--- src/rtl/mpbi_defines.svh ---
// Constants of the microcontroller parallel bus interface
`ifndef MPBI_DEFINES_SVH
`define MPBI_DEFINES_SVH

// Synchroniser depth for every pin input
`define MPBI_SYNC_STAGES 2
// Static configuration pin field positions
`define MPBI_CFG_WIDTH 7
`define MPBI_CFG_MODE_LSB 0
`define MPBI_CFG_MODE_MSB 1
`define MPBI_CFG_WR_RW_BIT 2
`define MPBI_CFG_RD_LSB 3
`define MPBI_CFG_RD_MSB 4
`define MPBI_CFG_STRB_LOW_BIT 5
`define MPBI_CFG_FETCH_BIT 6
// Cycles after reset release before the configuration is sampled
`define MPBI_CFG_WAIT 2'h2
// Reset values
`define MPBI_RST_BYTE 8'h00
`define MPBI_RST_ADDR 16'h0000
`define MPBI_RST_CNT 2'h0

`endif

--- src/rtl/mpbi_pkg.sv ---
// Types of the microcontroller parallel bus interface
package mpbi_pkg;

    // Port usage chosen to match the host bus
    typedef enum logic [1:0] {
        MPBI_MODE_MUX    = 2'b00,
        MPBI_MODE_NONMUX = 2'b01,
        MPBI_MODE_PAGE   = 2'b10,
        MPBI_MODE_BURST  = 2'b11
    } mpbi_bus_mode_t;

    // Meaning of the read control input
    typedef enum logic [1:0] {
        MPBI_RD_STROBE = 2'b00,
        MPBI_RD_ECLK   = 2'b01,
        MPBI_RD_DS     = 2'b10,
        MPBI_RD_FETCH  = 2'b11
    } mpbi_rd_style_t;

    // Bus cycle phase
    typedef enum logic [1:0] {
        MPBI_ST_IDLE  = 2'b00,
        MPBI_ST_ADDR  = 2'b01,
        MPBI_ST_CYCLE = 2'b10
    } mpbi_state_t;

endpackage

--- src/rtl/mpbi_sync.sv ---
// Two flip-flop synchroniser for a group of pin inputs
`timescale 1ns/10ps
module mpbi_sync #(
    parameter int WIDTH = 1
) (
    input  wire logic             ref_clk_i,
    input  wire logic             arst_n_i,
    input  wire logic [WIDTH-1:0] async_i,
    output logic      [WIDTH-1:0] sync_o
);
    logic [WIDTH-1:0] meta_reg;
    logic [WIDTH-1:0] meta_next;
    logic [WIDTH-1:0] sync_reg;
    logic [WIDTH-1:0] sync_next;

    // First stage is read only by the second stage
    always_comb begin
        meta_next = async_i;
        sync_next = meta_reg;
    end

    // Register both stages
    always_ff @(posedge ref_clk_i or negedge arst_n_i) begin
        if (!arst_n_i) begin
            meta_reg <= '0;
            sync_reg <= '0;
        end else begin
            meta_reg <= meta_next;
            sync_reg <= sync_next;
        end
    end

    assign sync_o = sync_reg;
endmodule

--- src/rtl/mpbi_top.sv ---
// Host bus interface: address latch, control decode and read data drive
//
// Summary of operation
// - Latch address on address strobe, either style.
// - Drive data only on read with block selected.
// - Pass both address ports to decode logic.
// - Write input: write strobe or read/write direction.
// - Read input: read strobe, E clock, data strobe.
// - Write and read inputs feed the logic.
// - Code select strobe, else a generic input.
// - Reset returns ports and configuration to defaults.
`timescale 1ns/10ps
`include "mpbi_defines.svh"
module mpbi_top import mpbi_pkg::*; (
    input  wire logic                       ref_clk_i,
    input  wire logic                       arst_n_i,
    input  wire logic [7:0]                 lower_addr_data_port_i,
    input  wire logic [7:0]                 upper_addr_data_port_i,
    input  wire logic                       addr_latch_i,
    input  wire logic                       write_ctrl_input_i,
    input  wire logic                       read_ctrl_input_i,
    input  wire logic                       code_select_input_i,
    input  wire logic [`MPBI_CFG_WIDTH-1:0] cfg_i,
    input  wire logic                       blk_sel_i,
    input  wire logic [15:0]                rd_data_i,
    output logic      [7:0]                 lower_addr_data_port_o,
    output logic                            lower_addr_data_port_oe_o,
    output logic      [7:0]                 upper_addr_data_port_o,
    output logic                            upper_addr_data_port_oe_o,
    output logic      [15:0]                addr_o,
    output logic                            addr_valid_o,
    output logic                            rd_active_o,
    output logic                            wr_active_o,
    output logic                            pld_write_ctrl_o,
    output logic                            pld_read_ctrl_o,
    output logic                            pld_code_select_o,
    output logic                            cfg_done_o
);
    localparam int SW = 20 + `MPBI_CFG_WIDTH;

    logic [SW-1:0]               pins_sync;
    logic [7:0]                  s_lo;
    logic [7:0]                  s_hi;
    logic                        s_strobe;
    logic                        s_c0;
    logic                        s_c1;
    logic                        s_c2;
    logic [`MPBI_CFG_WIDTH-1:0]  s_cfg;

    // All pin inputs pass two flip-flops first
    mpbi_sync #(.WIDTH(SW)) u_sync (
        .ref_clk_i (ref_clk_i),
        .arst_n_i  (arst_n_i),
        .async_i   ({cfg_i, code_select_input_i, read_ctrl_input_i, write_ctrl_input_i,
                     addr_latch_i, upper_addr_data_port_i, lower_addr_data_port_i}),
        .sync_o    (pins_sync)
    );

    assign {s_cfg, s_c2, s_c1, s_c0, s_strobe, s_hi, s_lo} = pins_sync;

    // Static configuration state
    mpbi_bus_mode_t  mode_reg,      mode_next;
    mpbi_rd_style_t  rd_style_reg,  rd_style_next;
    logic            wr_rw_reg,     wr_rw_next;
    logic            strb_low_reg,  strb_low_next;
    logic            fetch_en_reg,  fetch_en_next;
    logic            cfg_done_reg,  cfg_done_next;
    logic [1:0]      cfg_cnt_reg,   cfg_cnt_next;

    // Sample the configuration once, after the synchroniser has filled
    always_comb begin
        mode_next     = mode_reg;
        rd_style_next = rd_style_reg;
        wr_rw_next    = wr_rw_reg;
        strb_low_next = strb_low_reg;
        fetch_en_next = fetch_en_reg;
        cfg_done_next = cfg_done_reg;
        cfg_cnt_next  = cfg_cnt_reg;
        if (!cfg_done_reg) begin
            if (cfg_cnt_reg == `MPBI_CFG_WAIT) begin
                mode_next     = mpbi_bus_mode_t'(s_cfg[`MPBI_CFG_MODE_MSB:`MPBI_CFG_MODE_LSB]);
                rd_style_next = mpbi_rd_style_t'(s_cfg[`MPBI_CFG_RD_MSB:`MPBI_CFG_RD_LSB]);
                wr_rw_next    = s_cfg[`MPBI_CFG_WR_RW_BIT];
                strb_low_next = s_cfg[`MPBI_CFG_STRB_LOW_BIT];
                fetch_en_next = s_cfg[`MPBI_CFG_FETCH_BIT];
                cfg_done_next = 1'b1;
            end else begin
                cfg_cnt_next = cfg_cnt_reg + 2'h1;
            end
        end
    end

    // Configuration registers, cleared by reset
    always_ff @(posedge ref_clk_i or negedge arst_n_i) begin
        if (!arst_n_i) begin
            mode_reg     <= MPBI_MODE_MUX;
            rd_style_reg <= MPBI_RD_STROBE;
            wr_rw_reg    <= 1'b0;
            strb_low_reg <= 1'b0;
            fetch_en_reg <= 1'b0;
            cfg_done_reg <= 1'b0;
            cfg_cnt_reg  <= `MPBI_RST_CNT;
        end else begin
            mode_reg     <= mode_next;
            rd_style_reg <= rd_style_next;
            wr_rw_reg    <= wr_rw_next;
            strb_low_reg <= strb_low_next;
            fetch_en_reg <= fetch_en_next;
            cfg_done_reg <= cfg_done_next;
            cfg_cnt_reg  <= cfg_cnt_next;
        end
    end

    // Decoded strobes from the control inputs
    logic strobe_act;
    logic rd_act;
    logic wr_act;
    logic nonmux;

    always_comb begin
        strobe_act = cfg_done_reg & (s_strobe ^ strb_low_reg);
        nonmux     = (mode_reg == MPBI_MODE_NONMUX);
        case (rd_style_reg)
            MPBI_RD_STROBE: rd_act = ~s_c1;
            MPBI_RD_FETCH:  rd_act = ~s_c1;
            MPBI_RD_ECLK:   rd_act = s_c1 & s_c0;
            MPBI_RD_DS:     rd_act = ~s_c1 & s_c0;
            default:        rd_act = 1'b0;
        endcase
        if (fetch_en_reg) begin
            rd_act = rd_act | ~s_c2;
        end
        if (!wr_rw_reg) begin
            wr_act = ~s_c0;
        end else if (rd_style_reg == MPBI_RD_ECLK) begin
            wr_act = ~s_c0 & s_c1;
        end else begin
            wr_act = ~s_c0 & ~s_c1;
        end
        rd_act = rd_act & cfg_done_reg;
        wr_act = wr_act & cfg_done_reg;
    end

    // Bus cycle and data drive state
    mpbi_state_t state_reg,  state_next;
    logic [15:0] addr_reg,   addr_next;
    logic        valid_reg,  valid_next;
    logic        rd_reg,     rd_next;
    logic        wr_reg,     wr_next;
    logic [2:0]  ctrl_reg,   ctrl_next;
    logic [7:0]  lo_reg,     lo_next;
    logic        lo_oe_reg,  lo_oe_next;
    logic [7:0]  hi_reg,     hi_next;
    logic        hi_oe_reg,  hi_oe_next;
    logic        rd_ok;

    always_comb begin
        state_next = state_reg;
        addr_next  = addr_reg;
        case (state_reg)
            MPBI_ST_IDLE: begin
                if (strobe_act && !nonmux) begin
                    state_next = MPBI_ST_ADDR;
                end
            end
            MPBI_ST_ADDR: begin
                if (!strobe_act) begin
                    state_next = MPBI_ST_CYCLE;
                end
            end
            MPBI_ST_CYCLE: begin
                if (strobe_act) begin
                    state_next = MPBI_ST_ADDR;
                end
            end
            default: state_next = MPBI_ST_IDLE;
        endcase
        // Address into decode logic: latched while the strobe is active; always follows pins in non-multiplexed mode, lower byte in page mode
        if (nonmux) begin
            addr_next = {s_hi, s_lo};
        end else if (strobe_act) begin
            addr_next = {s_hi, s_lo};
        end
        if (mode_reg == MPBI_MODE_PAGE) begin
            addr_next[7:0] = s_lo;
        end
        valid_next = cfg_done_reg & (nonmux | (state_next == MPBI_ST_CYCLE));
        rd_next    = rd_act;
        wr_next    = wr_act;
        ctrl_next  = {s_c2, s_c1, s_c0};
        // Drive only in the data phase of a selected read
        rd_ok      = rd_act & blk_sel_i & ~strobe_act & ~nonmux;
        lo_oe_next = rd_ok & ((mode_reg == MPBI_MODE_MUX) | (mode_reg == MPBI_MODE_BURST));
        hi_oe_next = rd_ok & ((mode_reg == MPBI_MODE_PAGE) | (mode_reg == MPBI_MODE_BURST));
        lo_next    = lo_oe_next ? rd_data_i[7:0] : `MPBI_RST_BYTE;
        if (!hi_oe_next) begin
            hi_next = `MPBI_RST_BYTE;
        end else if (mode_reg == MPBI_MODE_BURST) begin
            hi_next = rd_data_i[15:8];
        end else begin
            hi_next = rd_data_i[7:0];
        end
    end

    // Bus cycle registers; ports released in reset
    always_ff @(posedge ref_clk_i or negedge arst_n_i) begin
        if (!arst_n_i) begin
            state_reg <= MPBI_ST_IDLE;
            addr_reg  <= `MPBI_RST_ADDR;
            valid_reg <= 1'b0;
            rd_reg    <= 1'b0;
            wr_reg    <= 1'b0;
            ctrl_reg  <= 3'h0;
            lo_reg    <= `MPBI_RST_BYTE;
            lo_oe_reg <= 1'b0;
            hi_reg    <= `MPBI_RST_BYTE;
            hi_oe_reg <= 1'b0;
        end else begin
            state_reg <= state_next;
            addr_reg  <= addr_next;
            valid_reg <= valid_next;
            rd_reg    <= rd_next;
            wr_reg    <= wr_next;
            ctrl_reg  <= ctrl_next;
            lo_reg    <= lo_next;
            lo_oe_reg <= lo_oe_next;
            hi_reg    <= hi_next;
            hi_oe_reg <= hi_oe_next;
        end
    end

    // Outputs straight from flip-flops
    assign lower_addr_data_port_o    = lo_reg;
    assign lower_addr_data_port_oe_o = lo_oe_reg;
    assign upper_addr_data_port_o    = hi_reg;
    assign upper_addr_data_port_oe_o = hi_oe_reg;
    assign addr_o                    = addr_reg;
    assign addr_valid_o              = valid_reg;
    assign rd_active_o               = rd_reg;
    assign wr_active_o               = wr_reg;
    assign pld_write_ctrl_o          = ctrl_reg[0];
    assign pld_read_ctrl_o           = ctrl_reg[1];
    assign pld_code_select_o         = ctrl_reg[2];
    assign cfg_done_o                = cfg_done_reg;
endmodule

--- config.mk ---
export PLATFORM = sky130hd
export DESIGN_NAME = mpbi_top
export DESIGN_NICKNAME = d
export VERILOG_FILES = /design/src/rtl/mpbi_pkg.sv /design/src/rtl/mpbi_sync.sv /design/src/rtl/mpbi_top.sv
export VERILOG_INCLUDE_DIRS = /design/src /design/src/rtl
export SDC_FILE = /design/constraint.sdc
export NUM_CORES = 1
export LEC_CHECK = 0
export BUFFER_PORTS_ARGS = -buffer_cell sky130_fd_sc_hd__buf_2
export CORE_MARGIN = 5
export CORE_UTILIZATION = 30
export CTS_CLUSTER_SIZE = 25
export DETAILED_ROUTE_END_ITERATION = 10
export PLACE_DENSITY = 0.58
export RECOVER_POWER = 100
export SYNTH_ARGS = -nofsm -noshare
export SYNTH_HDL_FRONTEND = slang
export SYNTH_SLANG_ARGS = --single-unit
--- constraint.sdc ---
create_clock -name ref_clk_i -period 1.95 [get_ports ref_clk_i]
set_input_delay 0.39 -clock ref_clk_i [delete_from_list [all_inputs] [get_ports ref_clk_i]]
set_output_delay 0.39 -clock ref_clk_i [all_outputs]
set_load 0.02 [all_outputs]
Yosys cells after proc, flatten, opt, wreduce, memory -nomap -nowiden
Index checks and enable logic that the tools add are counted.
W data, S select, Z words.
{"block": "word_totals", "regBits": 106, "in_bits": 46, "output_inout_bits": 41, "word_cells": 82}
{"block": "op_classes", "add_sub_neg": 1, "n_eq_ne": 10, "n_mux": 16, "n_bitwise": 25, "reduce_logical": 10}
{"cell": "$mux W16", "count": 2}
{"cell": "$mux W8", "count": 4}
{"cell": "$eq A2 B2 Y1 const B", "count": 7}
{"cell": "$and A1 B1 Y1", "count": 13}
{"cell": "$not A1 Y1", "count": 7}
{"cell": "$eq A2 B1 Y1 const B", "count": 3}
{"cell": "$logic_not A2 Y1", "count": 3}
{"cell": "$mux W2", "count": 3}
{"cell": "$pmux W2 S3", "count": 1}
{"cell": "$mux W1", "count": 5}
{"cell": "$or A1 B1 Y1", "count": 4}
{"cell": "$reduce_and A2 Y1", "count": 2}
{"cell": "$pmux W1 S3", "count": 1}
{"cell": "$reduce_bool A3 Y1", "count": 1}
{"cell": "$add A2 B1 Y2 const B", "count": 1}
{"cell": "$reduce_bool A2 Y1", "count": 1}
{"cell": "$reduce_or A2 Y1", "count": 1}
{"cell": "$logic_and A1 B1 Y1", "count": 1}
{"cell": "$logic_not A1 Y1", "count": 1}
{"cell": "$xor A1 B1 Y1", "count": 1}

Longest topological paths before layout
{"block": "logic_depth", "ltp_word": 11, "mapped_depth": 7}

Modules after synthesis
Synthesis repeated with hierarchy kept, for this count alone.
{"block": "unflattened", "cells_unflattened": 204, "hier_area_um2": 3434.5}
{"module": "mpbi_top", "instances": 1, "cells_each": 150, "area_each_um2": 2083.2}
{"module": "mpbi_sync", "instances": 1, "cells_each": 54, "area_each_um2": 1351.3}

Least setup slack after synthesis
Ideal clock, no wire load.
{"block": "synth_timing", "kind": "register to register", "startpoint": "reg rd_style_reg[0]", "endpoint": "reg hi_reg[0], in the netlist upper_addr_data_port_o[0]", "arrival_ns": 1.496, "required_ns": 1.845, "path_slack_ns": 0.349, "stages_incl_launch_ff": 8, "n_path_buf": 2, "period_less_slack_ns": 1.601, "path_cell_list": "dfrtp_1 > inv_1 > ha_1 > nand4bb_1 > o221a_2 > buf_4 > buf_6 > nor4b_1"}
{"block": "synth_via", "elab_chain_cells": 11, "word_cells_on_any_way": 14, "cone_classes": "eq/ne (3); mux (3); bitwise (6); reduce/logical (2)"}
{"item": "start, declared", "line_no": "mpbi_top.sv:63", "source": "mpbi_rd_style_t rd_style_reg, rd_style_next;"}
{"item": "start signal, assigned", "line_no": "mpbi_top.sv:105", "source": "rd_style_reg <= rd_style_next;"}
{"item": "$eq A2 B2 Y1 / $logic_not A2 Y1 (equally long branches)", "line_no": "mpbi_top.sv:123", "source": "case (rd_style_reg)"}
{"item": "$reduce_or A2 Y1 (no source line)"}
{"item": "$pmux W1 S3 (*)", "line_no": "mpbi_top.sv:123"}
{"item": "$or A1 B1 Y1", "line_no": "mpbi_top.sv:131", "source": "rd_act = rd_act | ~s_c2;"}
{"item": "$mux W1 (*)", "line_no": "mpbi_top.sv:130", "source": "if (fetch_en_reg) begin"}
{"item": "$and A1 B1 Y1 (*)", "line_no": "mpbi_top.sv:140", "source": "rd_act = rd_act & cfg_done_reg;"}
{"item": "$and A1 B1 Y1 (*) (3 in a row)", "line_no": "mpbi_top.sv:192", "source": "rd_ok = rd_act & blk_sel_i & ~strobe_act & ~nonmux;"}
{"item": "$and A1 B1 Y1 (*)", "line_no": "mpbi_top.sv:194", "source": "hi_oe_next = rd_ok & ((mode_reg == MPBI_MODE_PAGE) | (mode_reg == MPBI_MODE_BURST));"}
{"item": "$mux W8 (*)", "line_no": "mpbi_top.sv:196", "source": "if (!hi_oe_next) begin"}
{"item": "net hi_next[0]", "line_no": "mpbi_top.sv:153", "source": "logic [7:0] hi_reg, hi_next;"}
{"item": "end signal, assigned", "line_no": "mpbi_top.sv:216", "source": "hi_reg <= `MPBI_RST_BYTE;"}
{"item": "end signal, assigned", "line_no": "mpbi_top.sv:227", "source": "hi_reg <= hi_next;"}
{"item": "end, declared", "line_no": "mpbi_top.sv:153"}
The timed path passes the listed nets; every way through them passes the cells marked *.
A chain may end at the register's enable or synchronous reset.

Final worst setup path
{"block": "layout_timing", "startpoint": "reg cfg_done_reg, in the netlist cfg_done_o", "endpoint": "out cfg_done_o"}
{"item": "start, declared", "line_no": "mpbi_top.sv:67", "source": "logic cfg_done_reg, cfg_done_next;"}
{"item": "start signal, assigned", "line_no": "mpbi_top.sv:109", "source": "cfg_done_reg <= cfg_done_next;"}
{"item": "end, declared", "line_no": "mpbi_top.sv:37", "source": "output logic cfg_done_o"}
No word-level cell between the ends.

==> impl_results.md <==
* Die height at 117.4 um
* Synth Warn # at 0
* Post-route minimum period at 1707 ps
* CTS sink cnt at 106
* Final Hold Fails at 0
* NetSw at 0.001029 W
* Routed Antenna Nets at 0
* Synth Register Bits at 106
* Grt ovf at 0
* Root Buffer: clkbuf_16
* Setup bufs post-CTS at 0
* Avg WL per Cell at 13.95 um
* Core ar. at 11370 um^2
* First-pass GRT wire length at 10790 um
* # DRC at 0
* CTS tree: built
* Relative slew slack at 0.4931
* Area leader, netlist: dfrtp_1
* Pint at 0.003580 W
* Share of cells above drive strength 1 at 0.2792
* N_diodes at 0
* CTS H-Tree Depth at 3
* Logic pwr share at 0.089
* CP Class: register to output pin
* Required time of the critical path at 1560 ps
* Clock buffer depth at 2
* Synth Area in Simple Gates at 0.06476
* Achievable frequency at 585.8 MHz
* Wirelength, routed at 6292 um
* Nets at 356
* Die area at 13770 um^2
* Clk Latency, worst-skew pair at 340 ps
* Post-synthesis mux area share at 0.08177
* MaxCap Viol Count at 0
* Cells after synthesis at 205
* GPL Wtd Cong at 0.6992
* Largest net degree at the start of global routing at 45
* Hold WC Path Type: primary input to register
* Via count at 1962
* Syn nets at 257
* Area delta synth->final at 25.33%
* Tot Pwr at 0.004609 W
* Die width at 117.4 um
* Status: finished clean
* Synth Area in Compound Gates at 0.03256
* Syn_area_per_cell at 16.87 um^2
* Synth Area in XOR/XNOR at 0.01266
* Worst Reg-to-Reg Cells at 5
* Slew Limit Fails at 0
* Netlist cell types at 29
* RSZ-0062 raised after global routing: no
* Most frequent cells in the layout: 106 x dfrtp_1, 44 x clkbuf_1, 44 x buf_2, 18 x mux2_2, 16 x nor4b_1
* Arrival time at the worst endpoint at 1320 ps
* Crit Path Max Fanout at 5
* Top cells by area, synth: dfrtp_1 77%, mux2_2 5.9%, nor4b_1 4.1%, mux2i_1 2.3%, ha_1 2.2%
* FP Rows at 39
* DR vias/cell at 4.350
* Post-Syn Area at 3458 um^2
* Setup TNS at 0 ps
* Post-layout util at 0.3812
* HPWL after DPL at 4460 um
* Io pins at 87
* Power per cell area at 1063 nW/um^2
* Clk pwr share at 0.393
* Starting density of the core at 0.3042
* FILL cells at 1123
* Seq/Total Area, Yosys at 0.7670
* DRT iter0 DRCs at 126
* Most common cell after layout, fill and taps aside: dfrtp_1
* Dominant combinational cell family by area after synthesis: multiplexers
* Worst setup SP type: register
* Max VDD drop at 491.3 uV
* Final period util at 0.8754
* Worst Skew at 5.750 ps
* WHS Path Cells at 1
* Setup violators final at 0
* Yosys top cell area share at 0.7670
* Post-CTS sizing at 0
* Leak at 1.940 nW
* Clk pin slew, worst setup/hold paths at 60 ps
* Vias in the first global route at 2142
* Sw frac at 0.2232
* Port Buf Inserts at 86
* Worst-Margin Slew at 760.2 ps
* First-pass DRT Iterations at 4
* Adder-cell share of the synthesized area at 0.02171
* Sequential power share at 0.519
* Tot GR Track Use at 0.1001
* Critical Path End Type: output pin
* Antenna violations before repair at 0
* Num CTS Buffers at 9
metal layers:
metal,track usage,up-vias,share of wire
met5,0,-,0
met4,0.05656,0,0.026
met3,0.03513,12,0.063
met2,0.1521,58,0.49
met1,0.1236,989,0.42
li1,-,903,-
final cells by class:
type                            count  area (um^2)  share of cell area
Clock buffer                       13        270.3             0.06236
Timing Repair Buffer               94        429.2             0.09902
Sequential cell                   106         2653              0.6120
Clock inverter                      2        35.03            0.008083
Tap cell                          143        178.9             0.04128
Multi-Input combinational cell     85        738.2              0.1703
Inverter                            8        30.03            0.006928
worst paths after layout:
kind | slack, ps | endpoint | start
min reg2reg | 340 | u_sync.sync_o[3] | u_sync.meta_reg[3]
max reg2reg | 290 | addr_o[6] | mode_reg[0]
max in group asynchronous | 350 | lower_addr_data_port_o[2] | arst_n_i
min | 150 | u_sync.meta_reg[8] | upper_addr_data_port_i[0]
min in group asynchronous | 560 | u_sync.meta_reg[26] | arst_n_i
max | 240 | cfg_done_o | cfg_done_o
power by group through the flow:
stage	clock network, W	registers, W	logic (W)
final	0.00181	0.00239	0.000409
after global routing	0.00198	0.00241	0.000457
after CTS	0.00189	0.00239	0.000450
after detailed placement	0	0.00243	0.000448
after global placement	0	0.00243	0.000440
after floorplan	0	0.00250	0.000164
Yosys cell counts:
cell type,instances
dfrtp_1,106
mux2_2,18
nor4b_1,16
inv_1,8
mux2i_1,8
ha_1,6
nand2_1,6
nor2_1,5
o21ai_0,5
a21oi_1,3
xnor2_1,3
buf_2,2
nor2b_1,2
xor2_1,2
a2111oi_0,1
a211oi_1,1
a211oi_4,1
a21oi_2,1
buf_4,1
buf_6,1
clkbuf_1,1
clkbuf_2,1
nand4bb_1,1
nor3_1,1
nor3b_1,1
nor4_1,1
o21a_1,1
o21ai_2,1
o221a_2,1
cells by family after synthesis:
group / count (synthesis)
DFF: 106
and+or+nand+nor: 33
muxes: 26
AOI/OAI and AO/OA: 15
buffers and inverters: 14
adders and majority gates: 6
xor gates and xnor gates: 5
stage by stage:
stage | hold WS, ps | area, um^2 | setup slack (ps) | std cells
after CTS | 128.0 | 4425 | 286.9 | 451
after detailed placement | 307.8 | 4110 | 317.9 | 435
final | 150.5 | 4334 | 243.0 | 451
after global routing | 125.7 | 4334 | 53.96 | 451
after floorplan | 94.41 | 3458 | 348.6 | 205
after global placement | 305.2 | 4110 | 392.6 | 435
worst max-delay path: stages, from the launching register on:
cell,delay [ps]
dfrtp_1,440
clkbuf_1,230
clkbuf_1,300
repair_timing:
item                                   CTS  global route
setup endpoints to repair                0             0
endpoints found under the hold margin   20             0
hold buffers                             1             0
Note: power is estimated with default switching activity, not from simulation.
